### config.mk
export PLATFORM = sky130hd
export DESIGN_NAME = ptr_test_reg
export DESIGN_NICKNAME = d
export VERILOG_FILES = /design/src/design/ptr_pkg.sv /design/src/design/ptr_ones_acc.sv /design/src/design/ptr_test_reg.sv
export SDC_FILE = /design/constraint.sdc
export NUM_CORES = 1
export LEC_CHECK = 0
export BUFFER_PORTS_ARGS = -buffer_cell sky130_fd_sc_hd__buf_4
export CORE_MARGIN = 5
export CORE_UTILIZATION = 52
export CTS_BUF_LIST = sky130_fd_sc_hd__clkbuf_8
export CTS_CLUSTER_DIAMETER = 200
export DETAILED_ROUTE_END_ITERATION = 8
export PLACE_DENSITY = 0.95
export SLEW_MARGIN = 25
export SYNTH_ARGS = -nofsm -noshare
export SYNTH_HDL_FRONTEND = slang
export SYNTH_SLANG_ARGS = --single-unit
### constraint.sdc
create_clock -name clk_i -period 7 [get_ports clk_i]
set_clock_uncertainty 0.15 [all_clocks]
set_input_delay 0.7 -clock clk_i [delete_from_list [all_inputs] [get_ports clk_i]]
set_output_delay 0.7 -clock clk_i [all_outputs]
set_load 0.05 [all_outputs]
### src/design/ptr_pkg.sv
package ptr_pkg;

    // ==========================================================
    // register map
    localparam int         ADDR_W      = 8;
    localparam logic [7:0] DIAG_OFFSET = 8'h00;

    // ==========================================================
    // field layout of the diagnostic access register
    localparam int SEL_LSB    = 0;
    localparam int SEL_W      = 3;
    localparam int CMP_RES_BIT = 3;
    localparam int CMP_SEL_LSB = 4;
    localparam int CMP_SEL_W   = 4;

    // ==========================================================
    // channel encodings of the selector
    typedef enum logic [2:0] {
        CH_RED    = 3'b000,
        CH_GREEN  = 3'b001,
        CH_BLUE   = 3'b010,
        CH_IDENT  = 3'b011,
        CH_ACC_R  = 3'b100,
        CH_ACC_G  = 3'b101,
        CH_ACC_B  = 3'b110,
        CH_ANALOG = 3'b111
    } ptr_chan_e;

    // ==========================================================
    // comparator select codes
    localparam logic [3:0] CMP_NORMAL    = 4'h0;
    localparam logic [3:0] CMP_RED_BLUE  = 4'hA;
    localparam logic [3:0] CMP_RED_REF   = 4'h9;
    localparam logic [3:0] CMP_GREEN_BLU = 4'h6;
    localparam logic [3:0] CMP_GREEN_REF = 4'h5;

    // ==========================================================
    // reset values
    localparam ptr_chan_e  SEL_RST     = CH_RED;
    localparam logic [3:0] CMP_SEL_RST = CMP_NORMAL;
    localparam logic [7:0] ACC_RST     = 8'h00;

    // ==========================================================
    // number of set bits in a colour byte
    function automatic logic [3:0] ptr_popcount(input logic [7:0] b);
        logic [3:0] n;
        n = 4'h0;
        for (int i = 0; i < 8; i++) begin
            n = n + {3'h0, b[i]};
        end
        return n;
    endfunction : ptr_popcount

endpackage : ptr_pkg

### src/design/ptr_ones_acc.sv
`timescale 1ns/1ps
`default_nettype none
module ptr_ones_acc
    import ptr_pkg::*;
(
    input  wire logic       clk_i,
    input  wire logic       rst_i,
    input  wire logic       sample_i,
    input  wire logic       clear_i,
    input  wire logic [7:0] byte_i,
    output logic      [7:0] acc_o
);

    typedef struct packed {
        logic [7:0] acc;
    } ptr_acc_s;

    ptr_acc_s st_reg;
    ptr_acc_s st_next;

    // ==========================================================
    // temporary accumulator
    // clear wins over a sample: the frame boundary closes the sum
    always_comb begin
        st_next = st_reg;
        if (clear_i) begin
            st_next.acc = ACC_RST;
        end else if (sample_i) begin
            // wraps past 255, no saturation
            st_next.acc = st_reg.acc + {4'h0, ptr_popcount(byte_i)};
        end
    end

    always_ff @(posedge clk_i) begin
        if (rst_i) begin
            st_reg.acc <= ACC_RST;
        end else begin
            st_reg <= st_next;
        end
    end

    assign acc_o = st_reg.acc;
endmodule : ptr_ones_acc
`default_nettype wire

### src/design/ptr_test_reg.sv
// Our own choices: the Wishbone slave port and the placing of the registers.
`timescale 1ns/1ps
`default_nettype none
module ptr_test_reg
    import ptr_pkg::*;
#(
    parameter logic [7:0] ID_CODE = 8'h5A // arbitrary value
)
(
    input  wire logic              clk_i,
    input  wire logic              rst_i,
    input  wire logic              wb_cyc_i,
    input  wire logic              wb_stb_i,
    input  wire logic              wb_we_i,
    input  wire logic [ADDR_W-1:0] wb_adr_i,
    input  wire logic [3:0]        wb_sel_i,
    input  wire logic [31:0]       wb_dat_i,
    output logic      [31:0]       wb_dat_o,
    output logic                   wb_ack_o,
    input  wire logic              pixel_en_i,
    input  wire logic              clk_src_change_i,
    input  wire logic [7:0]        red_i,
    input  wire logic [7:0]        green_i,
    input  wire logic [7:0]        blue_i,
    input  wire logic              vsync_n_i,
    input  wire logic              blank_n_i,
    input  wire logic              cmp_result_i,
    output logic      [3:0]        cmp_select_o,
    output logic      [2:0]        channel_o
);

    // ==========================================================
    // state of the block
    typedef struct packed {
        ptr_chan_e       sel;
        logic [3:0]      cmp_sel;
        logic            cmp_res;
        logic [2:0][7:0] res;
        logic            vsync_q;
        logic            blank_q;
        logic            blank_q2;
        logic            phase;
        logic            ack;
        logic [7:0]      dat;
    } ptr_state_s;

    ptr_state_s st_reg;
    ptr_state_s st_next;

    // ==========================================================
    // bus decode
    logic       req_w;
    logic       hit_w;
    logic       wr_take_w;
    logic       rd_take_w;

    // a request is taken once; the ack cycle itself is not a new one
    assign req_w     = wb_cyc_i & wb_stb_i & ~st_reg.ack;
    assign hit_w     = (wb_adr_i[ADDR_W-1:2] == DIAG_OFFSET[ADDR_W-1:2]);
    assign wr_take_w = req_w & hit_w & wb_we_i & wb_sel_i[0];
    assign rd_take_w = req_w & hit_w & ~wb_we_i;

    // ==========================================================
    // video side events
    logic       frame_fall_w;
    logic       blank_fall_w;
    logic       acc_mode_w;
    logic       sample_w;
    logic [7:0] acc_byte_w;
    logic [7:0] acc_w;

    // only the frame sync pin counts; composite sync never reaches here
    assign frame_fall_w = st_reg.vsync_q & ~vsync_n_i;

    // internal strobe is blanking delayed by one cycle
    assign blank_fall_w = st_reg.blank_q2 & ~st_reg.blank_q;

    assign acc_mode_w = st_reg.sel[2] & (st_reg.sel != CH_ANALOG);

    // phase gates every second pixel enable
    assign sample_w = pixel_en_i & st_reg.phase & acc_mode_w;

    // colour byte follows the selector, which holds all frame unless a host write loads it
    always_comb begin
        case (st_reg.sel)
            CH_ACC_R: acc_byte_w = red_i;
            CH_ACC_G: acc_byte_w = green_i;
            CH_ACC_B: acc_byte_w = blue_i;
            default:  acc_byte_w = 8'h00;
        endcase
    end

    // ==========================================================
    // ones accumulation engine
    ptr_ones_acc u_acc (
        .clk_i    (clk_i),
        .rst_i    (rst_i),
        .sample_i (sample_w),
        .clear_i  (frame_fall_w),
        .byte_i   (acc_byte_w),
        .acc_o    (acc_w)
    );

    // ==========================================================
    // next state
    always_comb begin
        logic [7:0] rd_data;
        rd_data = 8'h00;
        st_next = st_reg;
        st_next.ack      = 1'b0;
        st_next.vsync_q  = vsync_n_i;
        st_next.blank_q  = blank_n_i;
        st_next.blank_q2 = st_reg.blank_q;

        // phase restarts only on a clock source change, never at a frame boundary
        if (clk_src_change_i) begin
            st_next.phase = 1'b0;
        end else if (pixel_en_i) begin
            st_next.phase = ~st_reg.phase;
        end

        // frame end: store sum of this colour, move to next colour
        if (frame_fall_w) begin
            case (st_reg.sel)
                CH_ACC_R: begin
                    st_next.res[0] = acc_w;
                    st_next.sel    = CH_ACC_G;
                end
                CH_ACC_G: begin
                    st_next.res[1] = acc_w;
                    st_next.sel    = CH_ACC_B;
                end
                CH_ACC_B: begin
                    st_next.res[2] = acc_w;
                    st_next.sel    = CH_ACC_R;
                end
                default: begin
                end
            endcase
        end

        // comparator outcome strobed at end of active video
        if (blank_fall_w) begin
            st_next.cmp_res = cmp_result_i;
        end

        // read data of the channel in the selector
        case (st_reg.sel)
            CH_RED:    rd_data = red_i;
            CH_GREEN:  rd_data = green_i;
            CH_BLUE:   rd_data = blue_i;
            CH_IDENT:  rd_data = ID_CODE;
            CH_ACC_R:  rd_data = st_reg.res[0];
            CH_ACC_G:  rd_data = st_reg.res[1];
            CH_ACC_B:  rd_data = st_reg.res[2];
            CH_ANALOG: rd_data = {st_reg.cmp_sel, st_reg.cmp_res, 3'b111};
            default:   rd_data = 8'h00;
        endcase

        // bus access: one-cycle answer, unmapped reads give zero
        if (req_w) begin
            st_next.ack = 1'b1;
            st_next.dat = 8'h00;
        end

        if (wr_take_w) begin
            // a host write overrides the frame advance
            st_next.sel     = ptr_chan_e'(wb_dat_i[SEL_LSB +: SEL_W]);
            // result bit is not writable
            st_next.cmp_sel = wb_dat_i[CMP_SEL_LSB +: CMP_SEL_W];
        end else if (rd_take_w) begin
            st_next.dat = rd_data;
            // ident and colours step on; sums and analog stay put
            case (st_reg.sel)
                CH_RED:   st_next.sel = CH_GREEN;
                CH_GREEN: st_next.sel = CH_BLUE;
                CH_BLUE:  st_next.sel = CH_RED;
                CH_IDENT: st_next.sel = CH_RED;
                default: begin
                end
            endcase
        end
    end

    // ==========================================================
    // state register
    always_ff @(posedge clk_i) begin
        if (rst_i) begin
            st_reg.sel      <= SEL_RST;
            st_reg.cmp_sel  <= CMP_SEL_RST;
            st_reg.cmp_res  <= 1'b0;
            st_reg.res      <= '0;
            st_reg.vsync_q  <= 1'b1;
            st_reg.blank_q  <= 1'b1;
            st_reg.blank_q2 <= 1'b1;
            st_reg.phase    <= 1'b0;
            st_reg.ack      <= 1'b0;
            st_reg.dat      <= 8'h00;
        end else begin
            st_reg <= st_next;
        end
    end

    // ==========================================================
    // outputs, all from flops
    assign wb_dat_o     = {24'h000000, st_reg.dat};
    assign wb_ack_o     = st_reg.ack;
    // select code goes straight to the comparator mux
    assign cmp_select_o = st_reg.cmp_sel;
    assign channel_o    = st_reg.sel;
endmodule : ptr_test_reg
`default_nettype wire

==> results.cfg <==
[floorplanning]
start_util = 0.542
core.rowCount = 28
io_pins = 118
dieWidth_um = 89.1
die_area_um2 = 7930
core_area_um2 = 5990
die_h_um = 89.1

[final_layout]
instances_no_fill = 501
area_delta_synth_final_pct = 12.9
drive_gt1_frac = 0.207
antenna_cells = 0
largest_reg_flops = 28
fin_nets = 515

[critical_path]
r2r_slack_ns = 1.61
critPathKind = reg -> reg
crit_path_cell_trace = nor2_1 -> a21oi_1 -> nor2_1 -> ha_1 -> inv_1 -> fa_1 -> fa_1 -> fa_1 -> fa_1 -> inv_1 -> fa_1 -> a21o_1 -> a21oi_1 -> nand3b_1 -> xor2_1 -> nor2_1
reg2reg_depth = 16
slowest_stage = dfxtp_1
rr_endpoint = u_acc.acc_o[6]
critPathMaxStageDelay_ns = 0.96
cp_data_arrival_time_ns = 5.45
r2r_start = channel_o[0]
cp_common_cell = fa_1
crit_fanout = 25
startpoint_type = register
end_kind = register
cp.required_ns = 7.07

[placement]
portBuffers = 63
placed_cells = 493
dp_slack_ns = 1.67
hpwl_um = 5950
place_congestion = 0.876

[flow_run]
drv_cap = 0

[clocking]
clockRootBuffer = clkbuf_8
postCtsHoldBufs = 0
cts_setup_buffers = 0
cts_tree = built
htreeDepth = 2
clk_latency_ns = 0.32
clk_path_buf_depth = 2
clkTransAtPathRegs_ns = 0.11
numCtsBuffers = 5
clock_sinks = 53
post_cts_resized = 0

[worst_hold_path]
whs_path_depth = 2
hold_class = reg -> reg
min_to = wb_dat_o[2]
hold_start = wb_dat_o[2]

[routing]
antenna_left = 0
drc = 0
post_drt_via_cell_ratio = 5.65
first_pass_iters = 5
wl_um = 8080
wire_per_inst_um = 16.1
vias = 2830
drtIter0Drc = 285

[synthesis]
ys.flop_type = dfxtp_1
synth.top_cell.area_share = 0.327
synth_mux_area_frac = 0.142
synth-async-reset-ratio = 0
yosysSeqAreaShare = 0.327
synth_area_leader_cell = dfxtp_1
synth_edf_count = 0
yosys.area_share.xor_xnor = 0.0216
synth_compound_area_frac = 0.142
synth_warnings = 0
synthCells = 387
synth_top_family_by_area = simple AND/OR/NAND/NOR gates
synthAdderAreaFrac = 0.0578
ys_ff_latch = 53
syn_area_per_cell_um2 = 8.40
syn_area_um2 = 3250
post_synth_num_cell_types = 50
synth_area_leaders = dfxtp_1 (33%), mux2i_1 (14%), buf_4 (9.2%), nor2_1 (6.9%), nand2_1 (3.2%)
yosys.area_share.simple = 0.174

[global_routing]
grt_pass1_wl_um = 12700
grt_pass1_vias = 2758
track_usage = 0.203
grt_antenna_before_repair = 0
grt_start_max_net_pins = 42
grt_overflow_total = 0

[timing]
maxSlewHeadroom = 0.332
setup_viol = 0
finalCritPeriodShare = 0.769
hold_viol = 0
rsz0062_at_grt = false
fin_setup_tns_ns = 0
setup_ws_ns = 1.61
fmax_mhz = 186
min_period_ns = 5.39
slew_viol_final = 0
tightest_slew_ns = 0.998

[pwr]
power_uw = 592
p_leak_nw = 1.48
ir_drop_mv = 0.0886
power_density_nw_per_um2 = 162

[status]
status = finished, final reports clean
[where the power goes]
part           internal [mW]  total (mW)  switching, mW
sequential             0.303       0.304       0.000812
combinational         0.0231      0.0699         0.0468
clock                  0.109       0.219          0.110
[cell families after synthesis]
family | Yosys count
and+or+nand+nor | 125
buffers and inverters | 73
AOI/OAI and AO/OA | 69
DFF | 53
muxes | 46
adders and majority gates | 12
xor gates and xnor gates | 8
other | 1
[synthesized netlist by cell type, types with 2 or more instances]
cell type / count
a211oi_1: 5
a21o_1: 2
a21oi_1: 15
a221oi_1: 2
a22oi_1: 4
buf_1: 4
buf_2: 4
buf_4: 40
clkbuf_1: 10
dfxtp_1: 53
fa_1: 5
ha_1: 7
inv_1: 12
mux2i_1: 45
nand2_1: 28
nand2b_1: 6
nand3_1: 4
nand3b_1: 3
nor2_1: 60
nor2b_1: 8
nor3_1: 3
o21ai_0: 17
o21ai_1: 2
o21bai_1: 2
o22ai_1: 5
o31ai_2: 5
or2_2: 4
or3_1: 4
xnor2_1: 5
xor2_1: 3
[final cells by class]
cell class	count	area [um^2]
sequential	53	1060
tap	75	93.8
clock inverter	3	48.8
multi-input combinational	284	1840
clock buffer	5	68.8
fill	466	2320
inverter	13	48.8
timing repair buffer	68	510
[through the flow]
| stage | hold slack, ns | utilization | instance area (um^2) |
|---|---|---|---|
| finish | 0.313 | 0.612 | 3670 |
| global route | 0.333 | 0.612 | 3670 |
| CTS | 0.312 | 0.612 | 3670 |
| detailed placement | 0.286 | 0.593 | 3550 |
| global placement | 0.276 | 0.593 | 3550 |
| floorplan | 0.268 | - | 3340 |
[metal layers]
| metal | vias to the layer above | track usage | part of all wire |
|---|---|---|---|
| li1 | 1331 | - | - |
| met1 | 1325 | 0.245 | 0.38 |
| met2 | 156 | 0.353 | 0.50 |
| met3 | 18 | 0.0424 | 0.097 |
| met4 | 0 | 0.0825 | 0.023 |
| met5 | - | 0 | 0 |
[critical path, delay by kind of cell, from the launching register on]
family	cells	cell delay [ns]
buf+inv	2	0.12
fa+ha+maj	6	2.75
simple gates	4	0.56
compound gates	3	0.59
flops	1	0.96
xor+xnor	1	0.15
[how the worst max path moves through the flow]
stage / start / endpoint / slack (ns) / cells past startpoint
after floorplan: channel_o[1] / u_acc.acc_o[6] / 1.97 / 19
after global placement: channel_o[0] / u_acc.acc_o[6] / 1.74 / 16
after detailed placement: channel_o[0] / u_acc.acc_o[6] / 1.67 / 16
after CTS: channel_o[0] / u_acc.acc_o[6] / 1.65 / 16
after global routing: channel_o[0] / u_acc.acc_o[6] / 1.29 / 16
final: channel_o[0] / u_acc.acc_o[6] / 1.61 / 16
[cell usage in the layout, fill, tap and decap left out, types with 2 or more instances in the layout]
cell type,count
a21o_1,2
ha_1,7
clkbuf_8,5
o22ai_1,5
fa_1,5
nand2b_1,6
o21bai_1,2
inv_1,12
a221oi_1,2
nand3_1,4
o21ai_1,2
or2_2,4
o21ai_0,17
nor2_1,60
mux2i_1,45
dfxtp_1,53
nand2_1,28
buf_4,68
conb_1,24
xnor2_1,5
a21oi_1,15
o31ai_2,5
nor3_1,3
nor2b_1,8
xor2_1,3
nand3b_1,3
a211oi_1,5
a22oi_1,4
or3_1,4
(Power assumes the default switching activity.)
